<file path="src/logic/plsc_defs.svh">
// Constants for the port indicator and strap configuration block
`ifndef PLSC_DEFS_SVH
`define PLSC_DEFS_SVH

`define PLSC_PORTS 9
`define PLSC_STRAP_PORTS 8
`define PLSC_PINS_PER_PORT 4
`define PLSC_PIN_COUNT 36
`define PLSC_MODE_WIDTH 4
`define PLSC_SYNC_WIDTH 40

// Indicator slots within a port's group of four pins
`define PLSC_SLOT_SPEED 0
`define PLSC_SLOT_DUPLEX 1
`define PLSC_SLOT_EVENT 2
`define PLSC_SLOT_LINK 3

// Zero-based indicator groups that carry the copper straps (ports 1-4, ports 5-8)
`define PLSC_GRP_AN_LO 0
`define PLSC_GRP_AN_HI 1
`define PLSC_GRP_SPD_LO 2
`define PLSC_GRP_SPD_HI 3
`define PLSC_GRP_DUP_LO 4
`define PLSC_GRP_DUP_HI 8

// Mode codes with any of these bits set are factory test settings
`define PLSC_MODE_TEST_MASK 4'hc

// Timing
`define PLSC_CLK_PERIOD_NS 4
`define PLSC_SETTLE_CYCLES 4'h8
`define PLSC_SLOW_BLINK_MS 120
`define PLSC_FAST_BLINK_MS 30
`define PLSC_SLOW_BLINK_CYCLES ((`PLSC_SLOW_BLINK_MS * 1000000) / `PLSC_CLK_PERIOD_NS)
`define PLSC_FAST_BLINK_CYCLES ((`PLSC_FAST_BLINK_MS * 1000000) / `PLSC_CLK_PERIOD_NS)

`endif

</file>
<file path="src/logic/plsc_pkg.sv">
// Types shared by the port indicator and strap configuration block
package plsc_pkg;

  typedef struct packed {
    logic link;
    logic speed100;
    logic full_duplex;
    logic collision;
    logic tx_active;
    logic rx_active;
  } plsc_port_status_type;

  typedef struct packed {
    logic [7:0] an_enable;
    logic [7:0] force_100;
    logic [7:0] force_full;
  } plsc_strap_cfg_type;

  typedef enum logic [1:0] {
    PLSC_ST_SETTLE = 2'h0,
    PLSC_ST_CAPTURE = 2'h1,
    PLSC_ST_RUN = 2'h2
  } plsc_state_type;

  typedef enum logic [1:0] {
    PLSC_MODE0 = 2'h0,
    PLSC_MODE1 = 2'h1,
    PLSC_MODE2 = 2'h2,
    PLSC_MODE3 = 2'h3
  } plsc_led_mode_type;

endpackage : plsc_pkg

</file>
<file path="src/logic/plsc_pin_sync.sv">
// Three-stage pin synchroniser with agreement filter
`timescale 1ns/1ps
module plsc_pin_sync #(
  parameter int WIDTH = 40
) (
  input wire logic clk,
  input wire logic sys_rst,
  input wire logic [WIDTH-1:0] pin,
  output logic [WIDTH-1:0] filt,
  output logic agree
);
  logic [WIDTH-1:0] s1;
  logic [WIDTH-1:0] s2;
  logic [WIDTH-1:0] s3;

  // Idle value is all ones: an undriven strap floats to the default
  always_ff @(posedge clk or posedge sys_rst) begin
    if (sys_rst) begin
      s1 <= '1;
      s2 <= '1;
      s3 <= '1;
    end else begin
      s1 <= pin;
      s2 <= s1;
      s3 <= s2;
    end
  end

  always_ff @(posedge clk or posedge sys_rst) begin
    if (sys_rst) begin
      filt <= '1;
      agree <= 1'b0;
    end else begin
      agree <= (s2 == s3);
      if (s2 == s3) begin
        filt <= s3;
      end
    end
  end
endmodule : plsc_pin_sync

</file>
<file path="src/logic/plsc_blink.sv">
// Slow and fast blink phase generator for the activity indicators
`timescale 1ns/1ps
module plsc_blink #(
  parameter int unsigned SLOW_CYCLES = 30000000,
  parameter int unsigned FAST_CYCLES = 7500000
) (
  input wire logic clk,
  input wire logic sys_rst,
  output logic slow_phase,
  output logic fast_phase,
  output logic slow_tick
);
  logic [31:0] slow_cnt;
  logic [31:0] fast_cnt;

  always_ff @(posedge clk or posedge sys_rst) begin
    if (sys_rst) begin
      slow_cnt <= 32'h0;
      slow_phase <= 1'b0;
      slow_tick <= 1'b0;
    end else if (slow_cnt >= 32'(SLOW_CYCLES - 1)) begin
      slow_cnt <= 32'h0;
      slow_phase <= ~slow_phase;
      slow_tick <= 1'b1;
    end else begin
      slow_cnt <= slow_cnt + 32'h1;
      slow_tick <= 1'b0;
    end
  end

  always_ff @(posedge clk or posedge sys_rst) begin
    if (sys_rst) begin
      fast_cnt <= 32'h0;
      fast_phase <= 1'b0;
    end else if (fast_cnt >= 32'(FAST_CYCLES - 1)) begin
      fast_cnt <= 32'h0;
      fast_phase <= ~fast_phase;
    end else begin
      fast_cnt <= fast_cnt + 32'h1;
    end
  end
endmodule : plsc_blink

</file>
<file path="src/logic/plsc_top.sv">
// Port indicator drive and reset-time strap capture for a nine-port switch
// Function
// - Second indicator shows full duplex, modes 0-2
// - Mode 0 third indicator shows collision
// - Mode 1 third indicator shows transmit
// - Mode 2 third indicator: low-speed link activity
// - Mode 3 third: duplex solid, collision intermittent
// - Mode 0 fourth: link solid, traffic blinks
// - Mode 1 fourth indicator shows receive
// - Mode 2 fourth indicator: high-speed link activity
// - Mode 3 fourth indicator same as mode 0
// - Mode strap sampled at reset, held
// - Per-port strap disables auto-negotiation when low
// - Per-port speed strap, low forces 10
// - Per-port duplex strap, low forces full
// - First indicator: speed, combined, or collision
`timescale 1ns/1ps
`include "plsc_defs.svh"
module plsc_top #(
  parameter int unsigned SLOW_BLINK_CYCLES = `PLSC_SLOW_BLINK_CYCLES,
  parameter int unsigned FAST_BLINK_CYCLES = `PLSC_FAST_BLINK_CYCLES
) (
  input wire logic clk,
  input wire logic sys_rst,
  input wire logic [`PLSC_PIN_COUNT-1:0] indicator_group_in,
  input wire logic [`PLSC_MODE_WIDTH-1:0] indicator_mode_strap,
  input plsc_pkg::plsc_port_status_type [`PLSC_PORTS-1:0] port_status,
  input wire logic [`PLSC_STRAP_PORTS-1:0] partner_an_able,
  output logic [`PLSC_PIN_COUNT-1:0] indicator_group_out,
  output logic [`PLSC_PIN_COUNT-1:0] indicator_group_oe,
  output plsc_pkg::plsc_strap_cfg_type strap_cfg,
  output plsc_pkg::plsc_led_mode_type led_mode,
  output logic cfg_valid,
  output logic factory_test,
  output logic [`PLSC_STRAP_PORTS-1:0] speed_force_en,
  output logic [`PLSC_STRAP_PORTS-1:0] duplex_force_en
);
  plsc_pkg::plsc_state_type state;
  logic [3:0] settle_cnt;
  logic [`PLSC_SYNC_WIDTH-1:0] pin_filt;
  logic pin_agree;
  logic slow_phase;
  logic fast_phase;
  logic slow_tick;
  logic [`PLSC_PORTS-1:0] act_seen;
  logic [`PLSC_PORTS-1:0] col_seen;
  logic [`PLSC_PIN_COUNT-1:0] next_on;
  logic [`PLSC_PIN_COUNT-1:0] strap_pins;
  logic [`PLSC_MODE_WIDTH-1:0] mode_pins;

  plsc_pin_sync #(
    .WIDTH(`PLSC_SYNC_WIDTH)
  ) u_sync (
    .clk(clk),
    .sys_rst(sys_rst),
    .pin({indicator_mode_strap, indicator_group_in}),
    .filt(pin_filt),
    .agree(pin_agree)
  );

  plsc_blink #(
    .SLOW_CYCLES(SLOW_BLINK_CYCLES),
    .FAST_CYCLES(FAST_BLINK_CYCLES)
  ) u_blink (
    .clk(clk),
    .sys_rst(sys_rst),
    .slow_phase(slow_phase),
    .fast_phase(fast_phase),
    .slow_tick(slow_tick)
  );

  assign strap_pins = pin_filt[`PLSC_PIN_COUNT-1:0];
  assign mode_pins = pin_filt[`PLSC_SYNC_WIDTH-1:`PLSC_PIN_COUNT];

  // Ports 1-4 sit on bits 3..0 of the low group, ports 5-8 on bits 3..0 of the high group
  function automatic logic [7:0] strap_pick(
    input logic [`PLSC_PIN_COUNT-1:0] pins,
    input int grp_lo,
    input int grp_hi
  );
    logic [7:0] r;
    r = 8'h0;
    for (int p = 0; p < 4; p++) begin
      r[p] = pins[grp_lo * 4 + 3 - p];
      r[p + 4] = pins[grp_hi * 4 + 3 - p];
    end
    return r;
  endfunction : strap_pick

  // Link with traffic: on, dark during the active half of the blink phase
  function automatic logic link_act(input logic link, input logic act, input logic phase);
    return link & ~(act & phase);
  endfunction : link_act

  // Straps settle through the synchroniser while no pin is driven
  always_ff @(posedge clk or posedge sys_rst) begin
    if (sys_rst) begin
      state <= plsc_pkg::PLSC_ST_SETTLE;
      settle_cnt <= 4'h0;
    end else begin
      case (state)
        plsc_pkg::PLSC_ST_SETTLE: begin
          settle_cnt <= settle_cnt + 4'h1;
          if (settle_cnt == `PLSC_SETTLE_CYCLES - 4'h1) begin
            state <= plsc_pkg::PLSC_ST_CAPTURE;
          end
        end
        plsc_pkg::PLSC_ST_CAPTURE: begin
          if (pin_agree) begin
            state <= plsc_pkg::PLSC_ST_RUN;
          end
        end
        plsc_pkg::PLSC_ST_RUN: begin
          state <= plsc_pkg::PLSC_ST_RUN;
        end
        default: begin
          state <= plsc_pkg::PLSC_ST_SETTLE;
        end
      endcase
    end
  end

  // Captured once; later indicator traffic on the shared pins cannot reach these
  always_ff @(posedge clk or posedge sys_rst) begin
    if (sys_rst) begin
      strap_cfg <= '{an_enable: 8'hff, force_100: 8'hff, force_full: 8'h00};
      led_mode <= plsc_pkg::PLSC_MODE0;
      factory_test <= 1'b0;
      cfg_valid <= 1'b0;
    end else if (state == plsc_pkg::PLSC_ST_CAPTURE && pin_agree) begin
      strap_cfg.an_enable <= strap_pick(strap_pins, `PLSC_GRP_AN_LO, `PLSC_GRP_AN_HI);
      strap_cfg.force_100 <= strap_pick(strap_pins, `PLSC_GRP_SPD_LO, `PLSC_GRP_SPD_HI);
      strap_cfg.force_full <= ~strap_pick(strap_pins, `PLSC_GRP_DUP_LO, `PLSC_GRP_DUP_HI);
      led_mode <= plsc_pkg::plsc_led_mode_type'(mode_pins[1:0]);
      // Test codes are flagged only; the block itself falls back to the low two bits
      factory_test <= |(mode_pins & `PLSC_MODE_TEST_MASK);
      cfg_valid <= 1'b1;
    end
  end

  // Speed straps only count with negotiation off; duplex also when the partner cannot negotiate
  always_ff @(posedge clk or posedge sys_rst) begin
    if (sys_rst) begin
      speed_force_en <= 8'h00;
      duplex_force_en <= 8'h00;
    end else if (cfg_valid) begin
      speed_force_en <= ~strap_cfg.an_enable;
      duplex_force_en <= ~strap_cfg.an_enable | ~partner_an_able;
    end
  end

  // Stretch short frames and collisions until the next slow blink tick, which may come one cycle later; set wins
  always_ff @(posedge clk or posedge sys_rst) begin
    if (sys_rst) begin
      act_seen <= '0;
      col_seen <= '0;
    end else begin
      for (int p = 0; p < `PLSC_PORTS; p++) begin
        act_seen[p] <= (port_status[p].tx_active | port_status[p].rx_active)
                       | (act_seen[p] & ~slow_tick);
        col_seen[p] <= port_status[p].collision | (col_seen[p] & ~slow_tick);
      end
    end
  end

  always_comb begin
    next_on = '0;
    for (int p = 0; p < `PLSC_PORTS; p++) begin
      case (led_mode)
        plsc_pkg::PLSC_MODE0: begin
          next_on[p*4+`PLSC_SLOT_SPEED] = port_status[p].speed100;
          next_on[p*4+`PLSC_SLOT_DUPLEX] = port_status[p].full_duplex;
          next_on[p*4+`PLSC_SLOT_EVENT] = port_status[p].collision;
          next_on[p*4+`PLSC_SLOT_LINK] = link_act(port_status[p].link, act_seen[p],
                                                  fast_phase);
        end
        plsc_pkg::PLSC_MODE1: begin
          next_on[p*4+`PLSC_SLOT_SPEED] = link_act(port_status[p].link, act_seen[p],
            port_status[p].speed100 ? fast_phase : slow_phase);
          next_on[p*4+`PLSC_SLOT_DUPLEX] = port_status[p].full_duplex;
          next_on[p*4+`PLSC_SLOT_EVENT] = port_status[p].tx_active;
          next_on[p*4+`PLSC_SLOT_LINK] = port_status[p].rx_active;
        end
        plsc_pkg::PLSC_MODE2: begin
          next_on[p*4+`PLSC_SLOT_SPEED] = port_status[p].collision;
          next_on[p*4+`PLSC_SLOT_DUPLEX] = port_status[p].full_duplex;
          next_on[p*4+`PLSC_SLOT_EVENT] = ~port_status[p].speed100
            & link_act(port_status[p].link, act_seen[p], fast_phase);
          next_on[p*4+`PLSC_SLOT_LINK] = port_status[p].speed100
            & link_act(port_status[p].link, act_seen[p], fast_phase);
        end
        plsc_pkg::PLSC_MODE3: begin
          next_on[p*4+`PLSC_SLOT_SPEED] = port_status[p].speed100;
          next_on[p*4+`PLSC_SLOT_DUPLEX] = 1'b0;
          next_on[p*4+`PLSC_SLOT_EVENT] = port_status[p].full_duplex
            | (col_seen[p] & fast_phase);
          next_on[p*4+`PLSC_SLOT_LINK] = link_act(port_status[p].link, act_seen[p],
                                                  fast_phase);
        end
        default: begin
          next_on[p*4+`PLSC_SLOT_SPEED] = 1'b0;
        end
      endcase
    end
  end

  // Pins stay released until the straps are captured, then drive low for on
  always_ff @(posedge clk or posedge sys_rst) begin
    if (sys_rst) begin
      indicator_group_out <= '1;
      indicator_group_oe <= '0;
    end else if (state == plsc_pkg::PLSC_ST_RUN) begin
      indicator_group_out <= ~next_on;
      indicator_group_oe <= '1;
    end else begin
      indicator_group_out <= '1;
      indicator_group_oe <= '0;
    end
  end

  a_oe_before_run: assert property (@(posedge clk) disable iff (sys_rst)
    !cfg_valid |-> indicator_group_oe == '0)
    else $error("indicator pins driven before strap capture");

  a_cfg_held: assert property (@(posedge clk) disable iff (sys_rst)
    cfg_valid && $past(cfg_valid) |-> $stable(strap_cfg))
    else $error("captured strap configuration changed");

  a_mode_held: assert property (@(posedge clk) disable iff (sys_rst)
    cfg_valid ##1 1'b1 |-> $stable(led_mode))
    else $error("indicator mode changed after capture");

  a_an_capture: assert property (@(posedge clk) disable iff (sys_rst)
    $rose(cfg_valid) |-> strap_cfg.an_enable[0] == $past(pin_filt[3]))
    else $error("port 1 negotiation strap captured wrong");

  a_speed_capture: assert property (@(posedge clk) disable iff (sys_rst)
    $rose(cfg_valid) |-> strap_cfg.force_100[4] == $past(pin_filt[15]))
    else $error("port 5 speed strap captured wrong");

  a_duplex_capture: assert property (@(posedge clk) disable iff (sys_rst)
    $rose(cfg_valid) |-> strap_cfg.force_full[7] == !$past(pin_filt[32]))
    else $error("port 8 duplex strap captured wrong");

  a_duplex_led: assert property (@(posedge clk) disable iff (sys_rst)
    state == plsc_pkg::PLSC_ST_RUN && led_mode != plsc_pkg::PLSC_MODE3
    |=> indicator_group_out[1] == !$past(port_status[0].full_duplex))
    else $error("duplex indicator mismatch");

  a_col_led: assert property (@(posedge clk) disable iff (sys_rst)
    state == plsc_pkg::PLSC_ST_RUN && led_mode == plsc_pkg::PLSC_MODE0
    |=> indicator_group_out[2] == !$past(port_status[0].collision))
    else $error("collision indicator mismatch");

  a_tx_led: assert property (@(posedge clk) disable iff (sys_rst)
    state == plsc_pkg::PLSC_ST_RUN && led_mode == plsc_pkg::PLSC_MODE1
    && port_status[0].tx_active |=> !indicator_group_out[2])
    else $error("transmit indicator not lit");

  a_rx_led: assert property (@(posedge clk) disable iff (sys_rst)
    state == plsc_pkg::PLSC_ST_RUN && led_mode == plsc_pkg::PLSC_MODE1
    |=> indicator_group_out[3] == !$past(port_status[0].rx_active))
    else $error("receive indicator mismatch");

  a_nolink_dark: assert property (@(posedge clk) disable iff (sys_rst)
    state == plsc_pkg::PLSC_ST_RUN && !port_status[0].link
    && (led_mode == plsc_pkg::PLSC_MODE0 || led_mode == plsc_pkg::PLSC_MODE3)
    |=> indicator_group_out[3])
    else $error("link indicator lit without link");

  a_speed_split: assert property (@(posedge clk) disable iff (sys_rst)
    state == plsc_pkg::PLSC_ST_RUN && led_mode == plsc_pkg::PLSC_MODE2
    |=> indicator_group_out[2] | indicator_group_out[3])
    else $error("both speed activity indicators lit");

  a_full_solid: assert property (@(posedge clk) disable iff (sys_rst)
    state == plsc_pkg::PLSC_ST_RUN && led_mode == plsc_pkg::PLSC_MODE3
    && port_status[0].full_duplex |=> !indicator_group_out[2])
    else $error("full duplex indicator not solid");

  a_speed_led: assert property (@(posedge clk) disable iff (sys_rst)
    state == plsc_pkg::PLSC_ST_RUN && led_mode == plsc_pkg::PLSC_MODE0
    |=> indicator_group_out[0] == !$past(port_status[0].speed100))
    else $error("speed indicator mismatch");

  a_oe_in_run: assert property (@(posedge clk) disable iff (sys_rst)
    state == plsc_pkg::PLSC_ST_RUN
    |=> indicator_group_oe == '1)
    else $error("indicator pins released while running");

  a_reserved_off: assert property (@(posedge clk) disable iff (sys_rst)
    state == plsc_pkg::PLSC_ST_RUN && led_mode == plsc_pkg::PLSC_MODE3
    |=> indicator_group_out[1])
    else $error("reserved duplex indicator lit");

  a_link_blink: assert property (@(posedge clk) disable iff (sys_rst)
    state == plsc_pkg::PLSC_ST_RUN && led_mode == plsc_pkg::PLSC_MODE0
    && port_status[0].link && act_seen[0] && fast_phase |=> indicator_group_out[3])
    else $error("link indicator not dark in blink phase");

  a_force_speed: assert property (@(posedge clk) disable iff (sys_rst)
    cfg_valid
    |=> speed_force_en == ~$past(strap_cfg.an_enable))
    else $error("speed force enable does not follow negotiation strap");

  a_mode2_col: assert property (@(posedge clk) disable iff (sys_rst)
    state == plsc_pkg::PLSC_ST_RUN && led_mode == plsc_pkg::PLSC_MODE2
    |=> indicator_group_out[0] == !$past(port_status[0].collision))
    else $error("collision indicator mismatch in mode 2");
endmodule : plsc_top

</file>
<file path="config.mk">
export PLATFORM = sky130hd
export DESIGN_NAME = plsc_top
export DESIGN_NICKNAME = d
export VERILOG_FILES = /design/src/logic/plsc_pkg.sv /design/src/logic/plsc_pin_sync.sv /design/src/logic/plsc_blink.sv /design/src/logic/plsc_top.sv
export VERILOG_INCLUDE_DIRS = /design/src /design/src/logic
export SDC_FILE = /design/constraint.sdc
export NUM_CORES = 1
export LEC_CHECK = 0
export ABC_AREA = 1
export BUFFER_PORTS_ARGS = -buffer_cell sky130_fd_sc_hd__buf_2
export CAP_MARGIN = 40
export CORE_ASPECT_RATIO = 1.4
export CORE_UTILIZATION = 51
export DETAILED_ROUTE_END_ITERATION = 12
export PLACE_DENSITY = 0.87
export SYNTH_ARGS = -nofsm -noshare
export SYNTH_HDL_FRONTEND = slang
export SYNTH_HIERARCHICAL = 1
export SYNTH_SLANG_ARGS = --single-unit
</file>
<file path="constraint.sdc">
create_clock -name clk -period 4.8 [get_ports clk]
set_input_delay 0.96 -clock clk [delete_from_list [all_inputs] [get_ports clk]]
set_output_delay 0.96 -clock clk [all_outputs]
set_load 0.01 [all_outputs]
</file>
## Word level (Yosys, flattened, before mapping)

Cells that the tools add are included.

| operators by class | value |
|---|---|
| equal/unequal tests | 9 |
| add/sub/neg operators | 3 |
| muxes and demuxes | 26 |
| order comparisons | 2 |
| bitwise logic cells | 152 |
| reduce and logical (&&, ||, !) cells | 5 |

Operators by type and width:

| kind | number |
|---|---|
| one-hot mux 4 bit (4 select lines) | 9 |
| bitwise AND 1 bit | 81 |
| 2-to-1 mux 36 bit | 2 |
| adder 32 x 1 -> 32 bit (second input constant) | 2 |
| 2-to-1 mux 32 bit | 2 |
| == test 40 bit | 1 |
| inverter 36 bit | 1 |
| OR 1 bit | 36 |
| greater-or-equal comparator 32 x 23 -> 1 bit (second input constant) | 1 |
| greater-or-equal comparator 32 x 25 -> 1 bit (second input constant) | 1 |
| inverter 1 bit | 30 |
| inverter 8 bit | 3 |
| 2-to-1 mux 1 bit | 10 |
| OR 8 bit | 1 |
| == test 2 bit (second input constant) | 3 |
| one-hot mux 2 bit (3 select lines) | 1 |
| adder 4 x 1 -> 4 bit (second input constant) | 1 |
| == test 2 x 1 -> 1 bit (second input constant) | 2 |
| == test 4 x 3 -> 1 bit (second input constant) | 1 |
| logical NOT 2 bit | 2 |
| 2-to-1 mux 2 bit | 2 |
| inequality test 2 x 1 -> 1 bit (second input constant) | 1 |
| inequality test 2 bit (second input constant) | 1 |
| AND reduction 2 bit | 1 |
| other kinds (2) | 2 |

| word-level totals | value |
|---|---|
| output and inout bits | 116 |
| register bits after elaboration | 368 |
| logic and storage cells | 221 |

## Depth between registers and ports, before layout

Gate-level depths: netlist of run 1.

| depth | value |
|---|---|
| word-level depth | 7 |
| gate-level depth with buffers | 12 |
| depth with buffers taken out | 11 |

## Hierarchy

Netlist of run 1, hierarchy kept.

Modules (own cells, without submodules):

| module | instances | seq. area each (um^2) | cells each | area an instance (um^2) |
|---|---|---|---|---|
| plsc_pin_sync | 1 | 4,229.1 | 519 | 5,814.3 |
| plsc_top | 1 | 2,692.6 | 633 | 5,091.1 |
| plsc_blink | 1 | 1,676.6 | 423 | 3,362.0 |

## Least setup slack after synthesis of run 1

Ideal clock, no wire load.

| timing | value |
|---|---|
| kind | reg-to-output |
| from | register indicator_group_oe[34] (netlist name) |
| to | output port indicator_group_oe[10] |
| buffers on the path | 1 |
| data required time | 3.840 ns |
| arrival time | 1.119 ns |
| path slack | 2.721 ns |
| cell stages (with the launch flop) | 2 |
| path through | dfrtp_1 -> buf_4 |

RTL lines:

| what | line | RTL |
|---|---|---|
| end: declaration | plsc_top.sv:30 | `` output logic [`PLSC_PIN_COUNT-1:0] indicator_group_oe, `` |

## Final worst setup path of run 1

| timing | value |
|---|---|
| from | register led_mode[1] |
| to | output port led_mode[1] |

RTL lines:

| what | line | RTL |
|---|---|---|
| start: declaration | plsc_top.sv:32 | `output plsc_pkg::plsc_led_mode_type led_mode,` |
| start signal: assignment | plsc_top.sv:127 | `led_mode <= plsc_pkg::PLSC_MODE0;` |
| start signal: assignment | plsc_top.sv:134 | `led_mode <= plsc_pkg::plsc_led_mode_type'(mode_pins[1:0]);` |

No word-level cell between the ends.

==> results.txt, run 1 <==
dpl cells = 2,055
initial antenna violation count = 0
final worst-path cycle share = 56.01%
Area Growth Syn to Fin = 16.06%
Post-Syn Area = 13,800 um^2
fmax = 0.3719 GHz
row cnt = 70
fraction of layout cells with a size suffix above 1 = 30.19%
DR vias/cell = 5.023
GPL Wtd Cong = 0.8854
Syn. warnings = 6
Core ar. = 26,360 um^2
leakage power = 0.007755 uW
Clock Skews = 0.02148 ns
Hold Crit Depth = 0
CP Cell Sequence = buf_2
setup_tns = 0 ns
R2R depth = 9
routing usage on met1 = 24.53%
hold-fix buffers at CTS = 0
Inserted Diodes = 0
CTS tree = done
# setup viols final = 0
io pins = 220
met3 Track Usage GR = 2.988%
Die Wd = 141.0 um
Crit Path Class = reg -> out
largest net degree at the start of global routing = 81
register area = 8283 um^2
grt peak-use layer = met2
First DRT Iteration DRCs = 723
gr ovfl total = 0
Worst Setup End Kind = output pin
IO Port Bufs = 219
setup bufs post-CTS = 0
Sink Count = 321
crit path max fanout = 19
number of remaining DRC errors = 0
WP depth = 1
first-pass GRT wire length = 48,530 um
clk slew on worst S/H paths = 0.07 ns
pwr dens = 345.3 nW/um^2
Die ar. = 27,730 um^2
worst skew pair latency = 0.57 ns
Bufs and invs on worst path = 1
max_slew headroom = 37.17%
fin nets = 1,837
clock root buffer = clkbuf_16
Top delay family on crit path = flip-flops
die height = 196.7 um
Startpoint Class = register
fin cells = 2,109
# resized after CTS = 0
final count of pins violating max slew = 0
RSZ-0062 raised after global routing = no
DP HPWL = 21,330 um
DR pass1 iterations = 5
IR drop worst, VDD = 328.0 uV
Worst Path Arrival = 1.73 ns
Critical Path Max Stage Delay = 0.89 ns
Max-Cap Viols = 0
final core utilization = 60.76%
Tmin final = 2.689 ns
Setup WS pre-CTS = 2.461 ns
met2 global-route usage = 40.02%
Worst-Margin Slew = 0.9415 ns
Critical-path top delay cell = dfrtp_1
depth of the CTS H-tree = 1
All-Layer GR Usage = 21.95%
Hold WS = 0.3521 ns
min-delay worst type = reg -> reg
Filler cells = 2,051
vias in the first global route = 10,370
CTS Buffer Depth = 3
synthesized area per cell = 9.039 um^2
required time worst endpoint = 3.84 ns
average wire per standard cell = 14.30 um
multi-input logic area = 4377 um^2
TritonCTS Buffers = 29
final antenna-violating net count = 0
Final Hold Vio Count = 0
status = finished clean
Synth Instances = 1,527
vias = 10,590
WL final = 30,160 um
PnR worst setup slack = 2.111 ns
Initial Utilization = 52.35%
power by group:
part	internal, uW	switching (uW)	leakage [uW]
clock	1380	1040	0.000509
sequential	2820	52.7	0.00363
combinational	83.4	151	0.00362
sequential cells by signal, summed over array words and instances, names as in the netlist, 2 cells and up:
| register | count |
|---|---|
| act_seen | 9 |
| col_seen | 9 |
| duplex_force_en | 8 |
| indicator_group_out | 36 |
| led_mode | 2 |
| settle_cnt | 4 |
| speed_force_en | 8 |
| state | 2 |
| strap_cfg | 24 |
| u_blink/fast_cnt | 32 |
| u_blink/slow_cnt | 32 |
| u_sync/filt | 28 |
| u_sync/s1 | 40 |
| u_sync/s2 | 40 |
| u_sync/s3 | 40 |
final timing paths:
path                          startpoint         endpoint  slack, ns
max reg2reg                 u_sync/s3[4]  u_sync/filt[10]       2.46
min                        u_sync/s1[37]    u_sync/s2[37]       0.35
min reg2reg                u_sync/s1[37]    u_sync/s2[37]       0.35
min in group asynchronous        sys_rst     u_sync/agree       0.44
max                          led_mode[1]      led_mode[1]       2.11
max in group asynchronous        sys_rst    u_sync/s3[30]       3.25
cell type report:
cell class              count  area share [%]
flip-flops and latches    321           51.71
multi-input cells         970           27.32
repair buffers            226           7.499
clock buffers              37           5.241
inverters                 178           4.218
well taps                 360           2.812
clock inverters            17           1.195
stage by stage:
stage,power (uW),cell area [um^2]
floorplan,3037,13860
global placement,3132,14910
detailed placement,3154,14990
CTS,5586,16020
global route,5720,16020
finish,5531,16020
layout by cell type (no fill, tap or decap), types with 3 or more instances in the layout:
master	n
ha_1	7
buf_4	4
inv_4	5
nor2_4	5
a211o_1	9
clkbuf_16	32
nor2_1	181
xor2_1	20
clkinv_1	6
nand2_1	493
xnor2_1	24
nor2_2	7
inv_6	3
dfrtp_1	121
o21ai_1	10
nand3_1	73
nand2_2	20
buf_2	219
nand3_2	3
clkinv_4	4
nor3_1	5
nand4_1	8
o21ai_0	43
inv_2	8
dfstp_2	200
inv_1	162
a21oi_1	36
conb_1	16
clkbuf_1	3
per-layer routing:
layer  share of wire [%]  routed length (um)
met3                 6.6                1977
met4                 4.7                1404
met2                  52               15700
met5                   0                   0
met1                  37               11080
(Power assumes the default switching activity.)
==> run 2, diff against run 1 <==
- clock period: 4.8 -> 2.3 ns (I/O delays scaled with it)
==> run 2 against run 1 <==
Compared with the run above: combinational power rose by 140%; wire length is 2.2% higher; final cell count is 2.6% higher; register-to-register slack got worse by 2.2 ns; sequential share of layout area is 1.6 points lower; hold slack worse by 0.35 ns; global-route usage increased by 0.93 points; cell area grew 3.2%; critical path type unchanged; critical endpoint is now indicator_group_oe[29]; largest cell class unchanged.
==> results.txt, run 2 (synthesis gave the netlist of run 1 again) <==
total internal power = 9028 uW
depth of the CTS H-tree = 1
most frequent cells in the layout = nand2_1 (493), buf_2 (219), dfstp_2 (200)
Final Hold Vio Count = 0
clock root buffer = clkbuf_16
status = finished clean
required time worst endpoint = 1.84 ns
P_sw = 2609 uW
row cnt = 70
Crit Path Class = reg -> out
IO Port Bufs = 219
Regs by FF count = u_sync/s1 (40), u_sync/s2 (40), u_sync/s3 (40)
GPL Wtd Cong = 0.8997
setup bufs post-CTS = 0
DP HPWL = 21,540 um
vias in the first global route = 10,700
average wire per standard cell = 14.25 um
vias = 10,630
largest net degree at the start of global routing = 50
pwr dens = 703.8 nW/um^2
number of remaining DRC errors = 0
Initial Utilization = 52.35%
first-pass GRT wire length = 50,680 um
CP Cell Sequence = buf_4 > buf_2
Worst Path Arrival = 1.57 ns
All-Layer GR Usage = 22.88%
Critical Path Max Stage Delay = 0.60 ns
Tmin final = 2.027 ns
fin nets = 1,892
Startpoint Class = register
First DRT Iteration DRCs = 550
Inserted Diodes = 0
gr ovfl total = 0
R2R depth = 10
DR vias/cell = 4.914
# setup viols final = 0
setup_tns = 0 ns
final worst-path cycle share = 88.15%
WL final = 30,830 um
Sequential Power Share = 51.5%
Logic pwr share = 4.9%
initial antenna violation count = 0
PnR worst setup slack = 0.2726 ns
CTS tree = done
Area Growth Syn to Fin = 19.80%
IR drop worst, VDD = 776.5 uV
Worst-Margin Slew = 0.6528 ns
# resized after CTS = 0
min-delay worst type = in -> async
RSZ-0062 raised after global routing = no
Worst Setup End Kind = output pin
TritonCTS Buffers = 29
Critical-path top delay cell = dfrtp_1
io pins = 220
clock group share of total power = 43.6%
Setup WS pre-CTS = 0.3229 ns
Sink Count = 321
CTS Buffer Depth = 3
Max-Cap Viols = 0
Die ar. = 27,730 um^2
die height = 196.7 um
leakage power = 0.007989 uW
Hold WS = 0.006711 ns
switching fraction of total power = 22.42%
Die Wd = 141.0 um
Clock Skews = 0.01590 ns
max_slew headroom = 56.39%
DR pass1 iterations = 6
most common cell after layout, fill and taps aside = nand2_1
Core ar. = 26,360 um^2
final count of pins violating max slew = 0
crit path max fanout = 19
worst skew pair latency = 0.56 ns
final antenna-violating net count = 0
clk slew on worst S/H paths = 0.07 ns
Filler cells = 2,054
fraction of layout cells with a size suffix above 1 = 30.12%
fmax = 0.4932 GHz
run 2: cell types whose count changed in the layout (fill, tap and decap cells not counted), moves of 3 or more:
cell	delta
clkbuf_16	-3
buf_12	+5
clkinv_2	+3
dlygate4sd3_1	+40
buf_4	+12
run 2: stage by stage:
step           total power [uW]  util [%]  instances  cell area (um^2)
5_1_grt                   12050     62.72       2163             16530
4_1_cts                   11730     62.72       2163             16530
2_1_floorplan              6340         -       1542             13870
3_3_place_gp               6562     57.36       2070             15120
3_5_place_dp               6599     57.36       2070             15120
6_report                  11640     62.72       2163             16530
run 2: path summary, 6_finish.rpt:
kind	start	end	slack, ns
max	indicator_group_oe[34]	indicator_group_oe[29]	0.27
min	sys_rst	strap_cfg[4]	0.007
max reg2reg	u_sync/s2[31]	u_sync/filt[34]	0.28
min reg2reg	u_sync/s1[33]	u_sync/s2[33]	0.34
max in group asynchronous	sys_rst	u_sync/s2[24]	1.53
min in group clk	port_status[15]	indicator_group_out[9]	0.03
run 2: per-layer routing:
layer / global-route usage [%] / up-vias / share of wire (%)
li1: - / 5106 / -
met1: 25.18 / 4993 / 37
met2: 42.75 / 439 / 53
met3: 3.377 / 91 / 6.3
met4: 11.23 / 0 / 4.4
met5: 0 / - / 0
run 2: power by group through the flow:
stage	logic, uW	registers [uW]	clock network (uW)
CTS	572	5990	5170
floorplan	292	6050	0
finish	574	5990	5070
detailed placement	515	6080	0
global route	652	6010	5390
global placement	495	6070	0
run 2: what timing repair did:
item / in CTS / in global routing
hold buffers: 40 / 0
hold endpoints to repair: 40 / 0
endpoints found under the setup margin: 0 / 0
run 2: worst max-delay path, delay by kind of cell (launching register included):
kind,cells,cell delay [ns]
flip-flops,1,0.60
buffers and inverters,2,0.41
run 2: layout make-up:
type | instances | area [um^2] | area share [%]
sequential | 321 | 8283 | 50.09
inverter | 178 | 675.6 | 4.086
clock buffer | 34 | 774.5 | 4.684
timing repair buffer | 281 | 1737 | 10.50
clock inverter | 19 | 237.7 | 1.438
tap | 360 | 450.4 | 2.724
multi-input combinational | 970 | 4377 | 26.47
==> run 3, diff against run 2 <==
- CORE_ASPECT_RATIO: 1.4 -> 0.6
==> run 3 against run 2 <==
Compared with the run above: via count increased by 1.6%; wire length increased by 10%; global-route usage increased by 1.6 points; critical endpoint is now u_sync/filt[10]; first-iteration DRC count rose by 90%; largest cell class unchanged; final cell count about the same; sequential share of layout area grew 0.21 points; sequential power about the same.
==> results.txt, run 3 (synthesis gave the netlist of run 1 again) <==
reg2reg setup slack = 0.15 ns
Sequential Power Share = 52.5%
most common cell after layout, fill and taps aside = nand2_1
Area Growth Syn to Fin = 19.31%
min-delay worst type = in -> async
fraction of layout cells with a size suffix above 1 = 29.86%
average wire per standard cell = 15.67 um
depth of the CTS H-tree = 1
Filler cells = 2,127
pwr dens = 694.1 nW/um^2
Die Wd = 214.4 um
max_slew headroom = 51.12%
gr ovfl total = 0
Regs by FF count = u_sync/s1 (40), u_sync/s2 (40), u_sync/s3 (40)
RSZ-0062 raised after global routing = no
crit path max fanout = 29
R2R depth = 11
# resized after CTS = 0
CTS Buffer Depth = 3
required time worst endpoint = 2.78 ns
status = finished clean
Final Hold Vio Count = 0
Max-Cap Viols = 0
All-Layer GR Usage = 24.45%
CTS tree = done
dpl cell area = 15,110 um^2
Sink Count = 321
final antenna-violating net count = 0
final count of pins violating max slew = 0
vias = 10,800
leakage power = 0.007943 uW
most frequent cells in the layout = nand2_1 (493), buf_2 (219), dfstp_2 (200)
Hold WS = 0.02235 ns
switching fraction of total power = 22.94%
Worst Path Arrival = 2.63 ns
WL final = 33,930 um
GPL Wtd Cong = 0.9096
Startpoint Class = register
worst skew pair latency = 0.57 ns
Die ar. = 27,750 um^2
total internal power = 8808 uW
die height = 129.4 um
Initial Utilization = 52.13%
first-pass GRT wire length = 53,450 um
final worst-path cycle share = 93.42%
Core ar. = 26,480 um^2
clock group share of total power = 42.3%
First DRT Iteration DRCs = 1,046
reg-to-reg endpoint = u_sync/filt[10]
initial antenna violation count = 2
Worst Setup End Kind = register
largest net degree at the start of global routing = 60
TritonCTS Buffers = 29
fin nets = 1,890
DR pass1 iterations = 6
Logic pwr share = 5.1%
number of remaining DRC errors = 0
fmax = 0.4654 GHz
# setup viols final = 0
IR drop worst, VDD = 638.3 uV
P_sw = 2622 uW
Tmin final = 2.149 ns
RR Startpoint = u_sync/s3[2]
fin area = 16,470 um^2
row cnt = 46
clk slew on worst S/H paths = 0.07 ns
Worst-Margin Slew = 0.7332 ns
IO Port Bufs = 219
setup_tns = 0 ns
clock root buffer = clkbuf_16
Crit Path Class = reg -> reg
DR vias/cell = 4.988
vias in the first global route = 10,280
DP HPWL = 23,460 um
io pins = 220
setup bufs post-CTS = 0
Clock Skews = 0.02772 ns
-- run 3: area by class of cell --
class                   count  area [um^2]  share of cell area [%]
clock buffers              42        844.6                   5.129
repair buffers            279         1722                   10.46
diodes                      3        7.507                 0.04559
multi-input cells         970         4377                   26.58
well taps                 360        450.4                   2.735
flip-flops and latches    321         8283                   50.30
inverters                 178        675.6                   4.103
clock inverters            12        107.6                  0.6534
-- run 3: per-stage QoR --
| step | utilization, % | setup WS, ns | total power (uW) | instances |
|---|---|---|---|---|
| after floorplan | - | 0.08585 | 6340 | 1542 |
| after CTS | 62.17 | 0.1494 | 11490 | 2162 |
| after detailed placement | 57.06 | 0.3221 | 6616 | 2068 |
| after global placement | 57.06 | 0.4699 | 6582 | 2068 |
| final | 62.20 | 0.1514 | 11430 | 2165 |
| after global routing | 62.19 | 0.02912 | 11830 | 2164 |
-- run 3: layer usage --
| metal | wire [um] | share of wire, % | track usage (%) |
|---|---|---|---|
| met2 | 14940 | 44 | 36.78 |
| met5 | 0 | 0 | 0 |
| met1 | 15430 | 45 | 35.44 |
| met4 | 1050 | 3.1 | 8.782 |
| met3 | 2506 | 7.4 | 4.953 |
-- run 3: worst max path at each step --
stage	from	slack, ns	to	cells past startpoint
detailed placement	u_sync/s2[36]	0.32	u_sync/filt[8]	9
floorplan	sys_rst	0.09	u_sync/agree	1
global route	u_sync/s3[2]	0.03	u_sync/filt[13]	11
CTS	indicator_group_oe[34]	0.15	indicator_group_oe[23]	1
global placement	u_sync/s2[35]	0.47	u_sync/filt[13]	9
finish	u_sync/s3[2]	0.15	u_sync/filt[10]	11
-- run 3: power by group through the flow --
| stage | Combinational, uW | Clock [uW] | Sequential [uW] |
|---|---|---|---|
| after global placement | 505 | 0 | 6080 |
| after floorplan | 292 | 0 | 6050 |
| after global routing | 664 | 5150 | 6020 |
| after CTS | 585 | 4900 | 6000 |
| after detailed placement | 525 | 0 | 6090 |
| final | 587 | 4840 | 6000 |
-- run 3: repair_timing --
| action | in CTS | in global routing |
|---|---|---|
| endpoints found under the setup margin | 0 | 0 |
| hold endpoints to repair | 40 | 0 |
| hold buffers | 40 | 0 |
-- run 3: worst max-delay path, cell delays in order (launching register included) --
cell and delay, ns:
dfstp_2 0.58, inv_1 0.06, nand2_1 0.06, nand2_1 0.10
clkinv_1 0.06, nand2_1 0.07, nor2_1 0.16, nand2_1 0.15
nor2_2 0.16, nand3_4 0.34, nand2_1 0.23, nand2_1 0.07
